===== config.mk =====
export PLATFORM = sky130hd
export DESIGN_NAME = dpr_ctrl
export DESIGN_NICKNAME = d
export VERILOG_FILES = /design/src/logic/dpr_pkg.sv /design/src/logic/dpr_ctrl.sv /design/src/logic/dpr_cnt.sv
export SDC_FILE = /design/constraint.sdc
export NUM_CORES = 1
export LEC_CHECK = 0
export BUFFER_PORTS_ARGS = -buffer_cell sky130_fd_sc_hd__buf_2
export CAP_MARGIN = 20
export CORE_ASPECT_RATIO = 0.5
export CORE_MARGIN = 4
export CORE_UTILIZATION = 35
export DETAILED_ROUTE_END_ITERATION = 8
export MAX_ROUTING_LAYER = met4
export SYNTH_ARGS = -nofsm -noshare
export SYNTH_HDL_FRONTEND = slang
export SYNTH_SLANG_ARGS = --single-unit

===== constraint.sdc =====
create_clock -name core_clk_i -period 2.89 [get_ports core_clk_i]
set_input_delay 0.1445 -clock core_clk_i [delete_from_list [all_inputs] [get_ports core_clk_i]]
set_output_delay 0.1445 -clock core_clk_i [all_outputs]
set_load 0.005 [all_outputs]

===== src/logic/dpr_pkg.sv =====
// package for the dram power-up and refresh strobe controller
// assumes a single 10 MHz core clock and synchronous active-high reset
// Functional notes
// older 1M part: refresh ignores write strobe
// 4M part: write strobe high during refresh
// 4M part: refresh with write low enters test
// 1M part: wait 100us, then eight row cycles
// 4M wake-up: row-only or refresh, write high
// 4M part may power up in test mode
// test mode exits on row-only or refresh
// dual-strobe x16: byte writes, no bit mask
// single-strobe x16: per-bit mask, not persistent
// single-strobe: write low at row fall masks
// dual-strobe ignores write level at row fall
// controller uses no byte or masked writes
// write strobe high at every row fall
// both write strobes driven as one
// byte writes by mask loading: not used
// four row strobes select banks, early write
// requests blocked until power-up completes
package dpr_pkg;

  // ----------------------------------------------------------------
  // timing
  // ----------------------------------------------------------------
  localparam int CLK_PERIOD_NS    = 100;
  localparam int PWRUP_DELAY_US   = 100;
  localparam int PWRUP_CYC        =
    (PWRUP_DELAY_US * 1000 + CLK_PERIOD_NS - 1) / CLK_PERIOD_NS;
  localparam int WAKE_CYCLES      = 8;
  localparam int PH_CYC           = 2;
  localparam logic [3:0] WAKE_CNT = 4'h8;
  localparam logic [1:0] PH_CNT   = 2'h2;

  localparam int ADDR_W = 18;
  localparam int ROW_W  = 8;
  localparam int DATA_W = 16;
  localparam int BANKS  = 4;

  typedef enum logic [3:0] {
    DPR_POWER   = 4'b0000,
    DPR_WK_CAS  = 4'b0001,
    DPR_WK_RAS  = 4'b0010,
    DPR_WK_PRE  = 4'b0011,
    DPR_IDLE    = 4'b0100,
    DPR_ROW     = 4'b0101,
    DPR_COL     = 4'b0110,
    DPR_PRE     = 4'b0111,
    DPR_RF_CAS  = 4'b1000,
    DPR_RF_RAS  = 4'b1001
  } dpr_state_t;

  // strobes toward the memory, all active low
  typedef struct packed {
    logic [BANKS-1:0] ras_n;
    logic             cas_n;
    logic [1:0]       we_n;
    logic             oe_n;
    logic [ROW_W-1:0] addr;
  } dpr_strobe_t;

  typedef struct packed {
    logic              write;
    logic [ADDR_W-1:0] addr;
    logic [DATA_W-1:0] wdata;
  } dpr_req_t;

endpackage : dpr_pkg


===== src/logic/dpr_ctrl.sv =====
// host-side sequencer for a 4-bank asynchronous x16 dram system
// assumes synchronous request signals and one 100 ns clock
`timescale 1ns/1ps
module dpr_ctrl (
  // clock and reset
  input  wire logic                   core_clk_i,
  input  wire logic                   srst_i,
  // user requests
  input  wire logic                   req_valid_i,
  input  wire dpr_pkg::dpr_req_t      req_i,
  output logic                        req_ready_o,
  output logic                        ready_o,
  output logic [dpr_pkg::DATA_W-1:0]  rdata_o,
  output logic                        rdata_valid_o,
  input  wire logic                   refresh_req_i,
  output logic                        refresh_done_o,
  // dram pins
  output dpr_pkg::dpr_strobe_t        mem_o,
  input  wire logic [dpr_pkg::DATA_W-1:0] dq_i,
  output logic [dpr_pkg::DATA_W-1:0]  dq_o,
  output logic                        dq_oe_o
);
  import dpr_pkg::*;

  // ----------------------------------------------------------------
  // state
  // ----------------------------------------------------------------
  dpr_state_t        st_reg, st_next;
  logic [3:0]        wake_reg, wake_next;
  dpr_req_t          cur_reg, cur_next;
  dpr_strobe_t       mem_reg, mem_next;
  logic [DATA_W-1:0] rd_reg, rd_next;
  logic              rv_reg, rv_next;
  logic              rfd_reg, rfd_next;
  logic              ph_load;
  logic              ph_zero;
  logic              pw_zero;
  logic              pw_load;
  logic              pw_done_reg, pw_done_next;

  // power-up delay counter, loaded once at reset release
  dpr_cnt #(.W(10)) u_pw (
    .core_clk_i (core_clk_i),
    .srst_i     (srst_i),
    .load_i     (pw_load),
    .value_i    (10'(PWRUP_CYC)),
    .zero_o     (pw_zero)
  );

  dpr_cnt #(.W(2)) u_ph (
    .core_clk_i (core_clk_i),
    .srst_i     (srst_i),
    .load_i     (ph_load),
    .value_i    (PH_CNT),
    .zero_o     (ph_zero)
  );

  logic started_reg, started_next;
  assign pw_load = !started_reg;

  // ----------------------------------------------------------------
  // sequencer
  // ----------------------------------------------------------------
  always_comb begin
    st_next      = st_reg;
    wake_next    = wake_reg;
    cur_next     = cur_reg;
    mem_next     = mem_reg;
    rd_next      = rd_reg;
    rv_next      = 1'b0;
    rfd_next     = 1'b0;
    ph_load      = 1'b0;
    started_next = 1'b1;
    pw_done_next = pw_done_reg;
    // write strobes always move together, never separately
    // early write only: oe stays high on writes, no bit mask
    // no byte lanes and no mask loading: whole words only
    case (st_reg)
      DPR_POWER: begin
        if (started_reg && pw_zero) begin
          pw_done_next = 1'b1;
          // wake-up uses column-before-row refresh with write high,
          // which also pulls a part out of test mode
          mem_next.cas_n = 1'b0;
          mem_next.we_n  = 2'b11;
          ph_load        = 1'b1;
          st_next        = DPR_WK_CAS;
        end
      end
      DPR_WK_CAS: begin
        if (ph_zero) begin
          mem_next.ras_n = '0;
          ph_load        = 1'b1;
          st_next        = DPR_WK_RAS;
        end
      end
      DPR_WK_RAS: begin
        if (ph_zero) begin
          mem_next.ras_n = '1;
          mem_next.cas_n = 1'b1;
          wake_next      = wake_reg + 4'h1;
          ph_load        = 1'b1;
          st_next        = DPR_WK_PRE;
        end
      end
      DPR_WK_PRE: begin
        if (ph_zero) begin
          if (wake_reg == WAKE_CNT) begin
            st_next = DPR_IDLE;
          end else begin
            mem_next.cas_n = 1'b0;
            ph_load        = 1'b1;
            st_next        = DPR_WK_CAS;
          end
        end
      end
      DPR_IDLE: begin
        if (refresh_req_i) begin
          mem_next.cas_n = 1'b0;
          mem_next.we_n  = 2'b11;
          ph_load        = 1'b1;
          st_next        = DPR_RF_CAS;
        end else if (req_valid_i) begin
          cur_next = req_i;
          // write held high at the row fall: no masked cycle
          mem_next.we_n  = 2'b11;
          mem_next.addr  = req_i.addr[2*ROW_W-1:ROW_W];
          mem_next.ras_n = ~(BANKS'(1) << req_i.addr[ADDR_W-1 -: 2]);
          ph_load        = 1'b1;
          st_next        = DPR_ROW;
        end
      end
      DPR_ROW: begin
        if (ph_zero) begin
          mem_next.addr  = cur_reg.addr[ROW_W-1:0];
          mem_next.we_n  = cur_reg.write ? 2'b00 : 2'b11;
          mem_next.oe_n  = cur_reg.write;
          mem_next.cas_n = 1'b0;
          ph_load        = 1'b1;
          st_next        = DPR_COL;
        end
      end
      DPR_COL: begin
        if (ph_zero) begin
          if (!cur_reg.write) begin
            rd_next = dq_i;
            rv_next = 1'b1;
          end
          mem_next.ras_n = '1;
          mem_next.cas_n = 1'b1;
          mem_next.we_n  = 2'b11;
          mem_next.oe_n  = 1'b1;
          ph_load        = 1'b1;
          st_next        = DPR_PRE;
        end
      end
      DPR_RF_CAS: begin
        if (ph_zero) begin
          mem_next.ras_n = '0;
          ph_load        = 1'b1;
          st_next        = DPR_RF_RAS;
        end
      end
      DPR_RF_RAS: begin
        if (ph_zero) begin
          mem_next.ras_n = '1;
          mem_next.cas_n = 1'b1;
          rfd_next       = 1'b1;
          ph_load        = 1'b1;
          st_next        = DPR_PRE;
        end
      end
      DPR_PRE: begin
        if (ph_zero) begin
          st_next = DPR_IDLE;
        end
      end
      default: begin
        st_next = DPR_POWER;
      end
    endcase
  end

  always_ff @(posedge core_clk_i) begin
    if (srst_i) begin
      st_reg      <= DPR_POWER;
      wake_reg    <= 4'h0;
      cur_reg     <= '0;
      mem_reg     <= '{ras_n: '1, cas_n: 1'b1, we_n: 2'b11, oe_n: 1'b1,
                       addr: '0};
      rd_reg      <= '0;
      rv_reg      <= 1'b0;
      rfd_reg     <= 1'b0;
      started_reg <= 1'b0;
      pw_done_reg <= 1'b0;
    end else begin
      st_reg      <= st_next;
      wake_reg    <= wake_next;
      cur_reg     <= cur_next;
      mem_reg     <= mem_next;
      rd_reg      <= rd_next;
      rv_reg      <= rv_next;
      rfd_reg     <= rfd_next;
      started_reg <= started_next;
      pw_done_reg <= pw_done_next;
    end
  end

  // ----------------------------------------------------------------
  // outputs
  // ----------------------------------------------------------------
  // refresh has priority, so a request waits while one is pending
  assign ready_o        = (st_reg == DPR_IDLE) && pw_done_reg;
  assign req_ready_o    = ready_o && !refresh_req_i;
  assign rdata_o        = rd_reg;
  assign rdata_valid_o  = rv_reg;
  assign refresh_done_o = rfd_reg;
  assign mem_o          = mem_reg;
  assign dq_o           = cur_reg.wdata;
  assign dq_oe_o        = cur_reg.write &&
                          (st_reg == DPR_ROW || st_reg == DPR_COL);
endmodule : dpr_ctrl


===== src/logic/dpr_cnt.sv =====
// down counter used for the power-up delay and strobe phases
// assumes synchronous reset; load wins over counting
`timescale 1ns/1ps
module dpr_cnt #(
  parameter int W = 10
) (
  // clock and reset
  input  wire logic         core_clk_i,
  input  wire logic         srst_i,
  // control
  input  wire logic         load_i,
  input  wire logic [W-1:0] value_i,
  // status
  output logic              zero_o
);
  logic [W-1:0] cnt_reg;
  logic [W-1:0] cnt_next;

  always_comb begin
    cnt_next = cnt_reg;
    if (load_i) begin
      cnt_next = value_i;
    end else if (cnt_reg != '0) begin
      cnt_next = cnt_reg - W'(1);
    end
  end

  always_ff @(posedge core_clk_i) begin
    if (srst_i) begin
      cnt_reg <= '0;
    end else begin
      cnt_reg <= cnt_next;
    end
  end

  assign zero_o = (cnt_reg == '0);
endmodule : dpr_cnt


Word-level counts from Yosys, hierarchy flattened
Cells that the tools add are included.
W data, S select, Z words.
- bits in registers: 81
- bits in latches: 0
- RAM bits: 0
- ROM bits: 0
- input port bits: 55
- output and inout bits: 53
- logic and storage cells: 137
- memories kept: 0
- $add $sub $neg: 3
- multipliers: 0
- divide/modulo/power cells: 0
- order comparisons: 0
- equal/unequal tests: 27
- shift-type cells: 1
- multiplexer cells: 45
- bitwise operators: 7
- reduce and logical (&&, ||, !) cells: 35
- operators by type and width (operator ; number):
    $mux W4 ; 13
    $pmux W4 S9 ; 1
    $mux W8 ; 3
    $ne A2 B2 Y1 const B ; 12
    $mux W10 ; 2
    $eq A4 B3 Y1 const B ; 4
    $pmux W4 S4 ; 1
    $pmux W8 S2 ; 1
    $eq A4 B4 Y1 const B ; 3
    $mux W12 ; 1
    $reduce_or A2 Y1 ; 6
    $mux W1 ; 11
    $logic_not A10 Y1 ; 1
    $mux W2 ; 5
    $reduce_bool A10 Y1 ; 1
    $sub A10 B1 Y10 const B ; 1
    $reduce_and A3 Y1 ; 3
    $reduce_and A9 Y1 ; 1
    $eq A4 B2 Y1 const B ; 2
    $ne A2 B1 Y1 const B ; 4
    $pmux W2 S4 ; 1
    $reduce_and A8 Y1 ; 1
    $reduce_bool A2 Y1 ; 4
    $reduce_bool A4 Y1 ; 2
    24 further kinds ; 34

Longest topological paths before layout
Gate-level depths: netlist of the first run.
- depth after elaboration: 5
- depth in mapped cells: 9
- gate-level depth less buffers: 7

Cells and area by module
From an unflattened synthesis of the first run, not the netlist that was laid out.
- cell total of the unflattened synthesis: 483
- area total of the unflattened synthesis: 4010.1 µm²
- modules (own cells, without submodules) (module ; times used ; cells an instance ; area each (µm²) ; sequential area each (µm²)):
    dpr_ctrl ; 1 ; 398 ; 3275.6 ; 1361.3
    dpr_cnt (u_pw) ; 1 ; 73 ; 613.1 ; 200.2
    dpr_cnt (u_ph) ; 1 ; 12 ; 121.4 ; 40.0

Worst setup path after synthesis of the first run
No wires, ideal clock.
- path type: register -> register
- start: register u_pw.cnt_reg[0]
- end: register mem_reg, in the netlist mem_o[11]
- library setup time: 0.121 ns
- arrival: 2.103 ns
- required time: 2.769 ns
- setup slack: 0.666 ns
- cell stages (with the launch flop): 9
- buffers on the path: 1
- period minus slack after synthesis: 2.224 ns
- path through: dfxtp_1 -> inv_1 -> ha_1 -> or3b_2 -> or3_1 -> clkbuf_1 -> o21ai_0 -> o2111a_1 -> mux2_2
- cells in the longest elaborated chain, start to end: 4
- ends and longest elaborated chain (what ; RTL line ; RTL):
    from (decl) ; dpr_cnt.sv:16 ; logic [W-1:0] cnt_reg;
    from (signal assigned) ; dpr_cnt.sv:32 ; cnt_reg <= cnt_next;
    $logic_not A10 Y1 ; dpr_cnt.sv:36 ; assign zero_o = (cnt_reg == '0);
    $logic_and A1 B1 Y1 ; dpr_ctrl.sv:80 ; if (started_reg && pw_zero) begin
    $ne A2 B2 Y1 (no line) ; n/a ;
    $reduce_and A8 Y1 (no line) ; n/a ;
    to (signal assigned) ; dpr_ctrl.sv:189 ; mem_reg <= '{ras_n: '1, cas_n: 1'b1, we_n: 2'b11, oe_n: 1'b1,
    to (signal assigned) ; dpr_ctrl.sv:200 ; mem_reg <= mem_next;
    to (decl) ; dpr_ctrl.sv:31 ; dpr_strobe_t mem_reg, mem_next;
Every way passes these cells.
A chain may end at the register's enable or synchronous reset.

Worst setup path after layout of the first run
- start: register u_pw.cnt_reg[4]
- end: register mem_reg, in the netlist mem_o[11]
The elaborated chain is that of the path after synthesis.

==> results of run 1 <==
## cells by family after synthesis
| group | Yosys count | share of synthesized area (%) |
|---|---|---|
| xor gates and xnor gates | 9 | 2.22 |
| DFF | 80 | 45.2 |
| AOI/OAI and AO/OA | 93 | 16.1 |
| and+or+nand+nor | 186 | 23.8 |
| buffers and inverters | 50 | 7.17 |
| muxes | 16 | 4.55 |
| adders and majority gates | 3 | 1.06 |
## how the worst max path moves through the flow
stage | start | to | slack [ns] | cells past startpoint
after floorplan | u_pw.cnt_reg[0] | mem_o[11] | 0.67 | 8
after global placement | u_pw.cnt_reg[0] | mem_o[11] | 0.60 | 7
after detailed placement | u_pw.cnt_reg[4] | mem_o[11] | 0.51 | 5
after CTS | u_pw.cnt_reg[4] | mem_o[11] | 0.46 | 5
after global routing | u_pw.cnt_reg[4] | mem_o[11] | 0.35 | 5
final | u_pw.cnt_reg[4] | mem_o[11] | 0.45 | 5
## synthesized netlist by cell type (2+ instances only)
library cell,number
nand2_1,97
dfxtp_1,80
a21oi_1,57
nor2_1,40
clkbuf_1,24
buf_4,17
mux2i_1,15
a211oi_1,9
nor3_1,9
inv_1,7
nand2b_1,7
nor2b_1,7
o21ai_0,7
xor2_1,6
nor4b_1,4
or2_2,4
ha_1,3
or3_1,3
xnor2_1,3
a31oi_1,2
nand3b_1,2
nand4_1,2
o21a_1,2
o31ai_1,2
or3b_2,2
## through the flow
stage	utilization, %	area, sq um	power, uW	setup slack [ns]	hold slack (ns)
6_report	45.5	4400	3360	0.454	0.0445
5_1_grt	45.5	4400	3560	0.347	0.0293
4_1_cts	45.5	4400	3390	0.456	0.0309
3_5_place_dp	42.4	4100	2250	0.510	0.390
3_3_place_gp	42.4	4100	2240	0.603	0.385
2_1_floorplan	-	3540	2000	0.666	0.280
## cells in the final DEF (no fill, tap or decap), drive strengths merged, types with 3 or more instances in the layout
| cell type | n |
|---|---|
| buf | 117 |
| nand2 | 97 |
| dfxtp | 80 |
| a21oi | 57 |
| nor2 | 40 |
| mux2i | 15 |
| clkbuf | 11 |
| a211oi | 10 |
| nor3 | 9 |
| inv | 7 |
| nor2b | 7 |
| nand2b | 7 |
| o21ai | 7 |
| xor2 | 6 |
| or2 | 4 |
| nor4b | 4 |
| or3 | 3 |
| xnor2 | 3 |
| ha | 3 |
| clkinv | 3 |
## worst min-delay path: cells and delay by family
kind	cells	cell delay, ns
compound gates	1	0.05
buf+inv	1	0.09
simple gates	1	0.04
## per-layer routing
layer	up-vias	global-route usage [%]	part of all wire, %
met2	70	26.1	50
li1	1632	-	-
met3	6	4.68	4.0
met4	0	5.84	0.50
met5	-	-	0
met1	1479	19.3	45
## final cells by class
type	instances	area [sq um]	area share, %
multi-input combinational	307	1690	38.5
timing repair buffer	117	611	13.9
clock buffer	11	243	5.52
clock inverter	5	56.3	1.28
tap	135	169	3.84
sequential	80	1600	36.4
inverter	7	26.3	0.597
## power breakdown
group | switching (uW) | total (uW) | internal, uW
Combinational | 483 | 881 | 398
Clock | 443 | 1130 | 691
Sequential | 115 | 1340 | 1230
Total | 1040 | 3360 | 2310
==> results.py, run 1 <==
metrics = {
    "run_status": {
        "status": "finished clean",
    },
    "timing": {
        "hold_viol": 0,
        "min_period_over_period_pct": 84.3,
        "maxSlewHeadroom_pct": 64.2,
        "period_needed_ns": 2.44,
        "setup_viol": 0,
        "fmax_ghz": 0.410,
        "rsz0062_at_grt": "no",
        "worst_slew_pin_slew_ns": 0.535,
        "fin_tns_setup_ns": 0,
        "slew_violations": 0,
        "clock_skew_ns": 0.00688,
    },
    "logic_synthesis": {
        "synth_top_area_share_pct": 45.2,
        "synth-edff-count": 0,
        "yosysUniqueCellTypes": 51,
        "syn_inst": 437,
        "seq_area_frac_synth_pct": 45.2,
        "ys_top_cells_by_area": "dfxtp_1, nand2_1, a21oi_1",
        "ys_async_sr_fraction_pct": 0,
        "yosysTopAreaCell": "dfxtp_1",
        "yosys_warnings": 0,
        "synth-main-ff-cell": "dfxtp_1",
        "avgSynthCellArea_sq_um": 8.11,
        "ys_seq_elements": 80,
        "syn_area_sq_mm": 0.00354,
        "syn-num-nets": 495,
    },
    "global_route": {
        "grt_max_degree": 37,
        "grt_overflow": 0,
        "grt_usage_pct": 16.1,
        "antenna_found_initial": 0,
        "grt_pass1_wl_mm": 14.8,
        "grt_pass1_vias": 3015,
    },
    "hold_path": {
        "hp-start": "req_i[4]",
        "min_to": "dq_o[4]",
        "worstHoldPathType": "in -> reg",
        "holdPathStages": 3,
    },
    "critical_path": {
        "ff2ff_setup_slack_ns": 0.45,
        "cp_cell_sequence": "or4_1, or3_1, o21ai_0, o2111a_1, mux2_2",
        "crit_required_ns": 3.11,
        "crit_type": "reg -> reg",
        "r2r_end": "mem_o[11]",
        "worst_setup_path_start_kind": "register",
        "end_kind": "register",
        "arrival_ns": 2.66,
        "worst-path-buf-inv": 0,
        "slowest_stage": "or4_1",
        "max_stage_delay_ns": 0.68,
        "r2r_cells": 5,
        "path_max_fanout": 8,
        "r2r-start": "u_pw.cnt_reg[4]",
        "critPathTopFamily": "simple AND/OR/NAND/NOR gates",
    },
    "die": {
        "die-width_microns": 150,
        "io_pins": 108,
        "core_sq_mm": 0.00967,
        "die_h_microns": 79.2,
        "die_area_sq_mm": 0.0119,
        "initial_core_util_pct": 36.7,
        "num_rows": 25,
    },
    "final_layout": {
        "layout.cells.non_filler": 662,
        "diodes": 0,
        "area_delta_synth_final_pct": 24.1,
        "drive_gt1_share_pct": 27.5,
        "num-fill-cells": 961,
        "nets": 580,
    },
    "drt": {
        "drc": 0,
        "num_vias": 3187,
        "wl_mm": 9.09,
        "drt-initial-drc-count": 149,
        "avgRoutedWirePerCell_microns": 13.7,
        "antenna_left": 0,
        "detail_route.first_pass.iterations": 4,
        "via_per_inst": 4.81,
    },
    "clock_tree": {
        "cts_resized": 0,
        "clock_tree.root_cell": "clkbuf_16",
        "clk_pin_slew_worst_paths_ns": 0.06,
        "h-tree-depth": 3,
        "cts_setup_buffers": 0,
        "cts_tree": "done",
        "clock_sinks": 80,
        "postCtsHoldBufs": 0,
        "cts_made_buffers": 9,
        "clock_latency_ns": 0.33,
        "clk_path_buf_depth": 2,
    },
    "placement": {
        "finalWeightedCongestion": 0.827,
        "io_buffers": 107,
        "dp_cells": 646,
        "dp_hpwl_mm": 6.58,
    },
    "pwr": {
        "power_leakage_uw": 0.00183,
        "power_density_mw_per_mm2": 763,
        "ir_drop_v": 0.000360,
    },
    "flow_run": {
        "maxCapViolations": 0,
    },
}
Power figures use the tool's default switching activity.
==> inputs of run 2 (changes only) <==
--- a/config.mk
+++ b/config.mk
@@ -5,6 +5,7 @@
 export SDC_FILE = /design/constraint.sdc
 export NUM_CORES = 1
 export LEC_CHECK = 0
+export ABC_AREA = 1
 export BUFFER_PORTS_ARGS = -buffer_cell sky130_fd_sc_hd__buf_2
 export CAP_MARGIN = 20
 export CORE_ASPECT_RATIO = 0.5
==> constraint.sdc (replaced) <==
create_clock -name core_clk_i -period 2.21 [get_ports core_clk_i]
set_input_delay 0.1105 -clock core_clk_i [delete_from_list [all_inputs] [get_ports core_clk_i]]
set_output_delay 0.1105 -clock core_clk_i [all_outputs]
set_load 0.005 [all_outputs]
==> run 2 against run 1 <==
Sequential share of layout area fell by 2.6 points; synthesized area up 5.1%; wire length increased by 5.3%; register-to-register slack lost 0.05 ns; critical path depth up 3; critical endpoint is now mem_o[14]; largest cell class unchanged.
==> results.py, run 2 <==
metrics = {
    "timing": {
        "slew_violations": 0,
        "maxSlewHeadroom_pct": 66.6,
        "worst_slew_pin_slew_ns": 0.501,
        "setup_viol": 0,
        "fin_tns_setup_ns": 0,
        "clock_skew_ns": 0.00767,
        "period_needed_ns": 1.81,
        "setup_ws_ns": 0.399,
        "rsz0062_at_grt": "no",
        "hold_viol": 0,
        "min_period_over_period_pct": 82.0,
        "fmax_ghz": 0.552,
    },
    "drt": {
        "num_vias": 3597,
        "avgRoutedWirePerCell_microns": 12.3,
        "detail_route.first_pass.iterations": 4,
        "antenna_left": 0,
        "drc": 0,
        "drt-initial-drc-count": 222,
        "wl_mm": 9.57,
        "via_per_inst": 4.62,
    },
    "logic_synthesis": {
        "yosys_warnings": 0,
        "synth_top_family_by_area": "simple AND/OR/NAND/NOR gates",
        "avgSynthCellArea_sq_um": 7.01,
        "synth-main-ff-cell": "dfxtp_1",
        "syn_area_sq_mm": 0.00372,
        "yosys-mux-area-fraction_pct": 0,
        "synthAdderAreaFrac_pct": 1.01,
        "syn_inst": 531,
        "synth_top_area_share_pct": 43.0,
        "synth-edff-count": 0,
        "synth-compound-area-share_pct": 13.4,
        "synth_common_cells": "nand2_1, nor2_1, dfxtp_1",
        "ys_async_sr_fraction_pct": 0,
        "ys_top_cells_by_area": "dfxtp_1, nand2_1, nor2_1",
        "synth_simple_gate_area_share_pct": 30.3,
        "syn-num-nets": 589,
        "synth_most_common_cell": "nand2_1",
        "seq_area_frac_synth_pct": 43.0,
        "yosysTopAreaCell": "dfxtp_1",
        "synth-xor-area-share_pct": 0.705,
        "ys_seq_elements": 80,
        "yosysUniqueCellTypes": 29,
    },
    "global_route": {
        "grt_overflow": 0,
        "grt_max_degree": 40,
        "grt_pass1_wl_mm": 15.9,
        "grt_pass1_vias": 3408,
        "antenna_found_initial": 0,
        "grt_usage_pct": 16.2,
    },
    "critical_path": {
        "arrival_ns": 2.01,
        "slowest_stage": "dfxtp_1",
        "max_stage_delay_ns": 0.57,
        "end_kind": "register",
        "crit_type": "reg -> reg",
        "ff2ff_setup_slack_ns": 0.40,
        "cp_cell_sequence": "nor2_1, nand2_4, nor2_2, nand2_1, buf_4, nand2_2, o21ai_0, nand3_1",
        "r2r_cells": 8,
        "crit_required_ns": 2.41,
        "worst_setup_path_start_kind": "register",
        "path_max_fanout": 39,
    },
    "final_layout": {
        "layout_common_cells": "buf_2, nand2_1, nor2_1, dfxtp_1, o21ai_0",
        "drive_gt1_share_pct": 23.0,
        "diodes": 0,
        "register_area_sq_mm": 0.00160,
        "final_common_cell": "buf_2",
        "multiInputGateArea_sq_mm": 0.00169,
        "area_delta_synth_final_pct": 27.0,
        "nets": 692,
        "num-fill-cells": 1058,
        "final_cell_area_sq_mm": 0.00473,
    },
    "die": {
        "die_area_sq_mm": 0.0125,
        "die_h_microns": 80.9,
        "io_pins": 108,
        "core_sq_mm": 0.0103,
        "num_rows": 26,
        "initial_core_util_pct": 36.2,
        "die-width_microns": 154,
    },
    "pwr": {
        "power_leakage_uw": 0.00230,
        "power_density_mw_per_mm2": 1030,
        "total_power_uw": 4870,
        "ir_drop_v": 0.000367,
    },
    "placement": {
        "io_buffers": 107,
        "dp_slack_ns": 0.386,
        "place_area_sq_mm": 0.00425,
        "finalWeightedCongestion": 0.918,
        "dp_hpwl_mm": 6.77,
    },
    "clock_tree": {
        "clock_tree.root_cell": "clkbuf_16",
        "clock_sinks": 80,
        "clk_pin_slew_worst_paths_ns": 0.06,
        "cts_resized": 0,
        "cts_made_buffers": 9,
        "cts_tree": "done",
        "clock_latency_ns": 0.33,
        "postCtsHoldBufs": 16,
        "cts_setup_buffers": 0,
        "clk_path_buf_depth": 2,
        "h-tree-depth": 3,
    },
    "flow_run": {
        "maxCapViolations": 0,
    },
    "run_status": {
        "status": "finished clean",
    },
    "hold_path": {
        "worstHoldPathType": "in -> reg",
        "holdPathStages": 3,
    },
}
-- run 2: cell types whose count changed after synthesis, moves of 13 or more --
cell	delta
nor2_1	+47
nand3_1	+45
o21ai_0	+40
inv_1	+39
mux2i_1	-15
clkbuf_1	-13
-- run 2: worst max-delay path: cells and delay by family (launching register included) --
kind | cells | cell delay [ns]
flip-flops | 1 | 0.57
AO/OA/AOI/OAI | 1 | 0.11
AND/OR/NAND/NOR | 6 | 0.66
buffers and inverters | 1 | 0.34
-- run 2: per-stage QoR --
stage                     instances  hold WS [ns]  utilization, %
after floorplan                 531         0.245               -
after global placement          747         0.331            41.3
after detailed placement        747         0.340            41.3
after CTS                       779        0.0246            46.0
after global routing            779        0.0435            46.0
final                           779        0.0424            46.0
-- run 2: worst paths after layout --
| kind | startpoint | to |
|---|---|---|
| setup / recovery | st_reg[0] | mem_o[14] |
| hold / removal | req_i[0] | dq_o[0] |
| setup reg to reg | st_reg[0] | mem_o[14] |
| hold reg to reg | cur_reg[18] | cur_reg[18] |
-- run 2: cells by family after synthesis --
| kind of cell | after synthesis |
|---|---|
| DFF | 80 |
| buffers and inverters | 88 |
| adders and majority gates | 3 |
| AOI/OAI and AO/OA | 95 |
| and+or+nand+nor | 262 |
| xor gates and xnor gates | 3 |
-- run 2: routing by layer --
| layer | up-vias | global-route usage (%) | part of all wire (%) |
|---|---|---|---|
| li1 | 1899 | - | - |
| met3 | 14 | 4.36 | 4.9 |
| met4 | 0 | 5.55 | 1.8 |
| met5 | - | - | 0 |
| met2 | 91 | 25.2 | 45 |
| met1 | 1593 | 20.6 | 48 |
-- run 2: final cells by class --
type	instances	share of cell area [%]
multi-input cells	363	35.8
flip-flops and latches	80	33.8
repair buffers	131	16.0
clock buffers	11	5.13
inverters	49	3.89
well taps	140	3.70
clock inverters	5	1.69
-- run 2: report_power, final --
group,total [uW],switching (uW),internal (uW),leakage (uW)
Sequential,1780,144,1630,0.000652
Combinational,1500,950,555,0.00150
Clock,1590,568,1020,0.000152
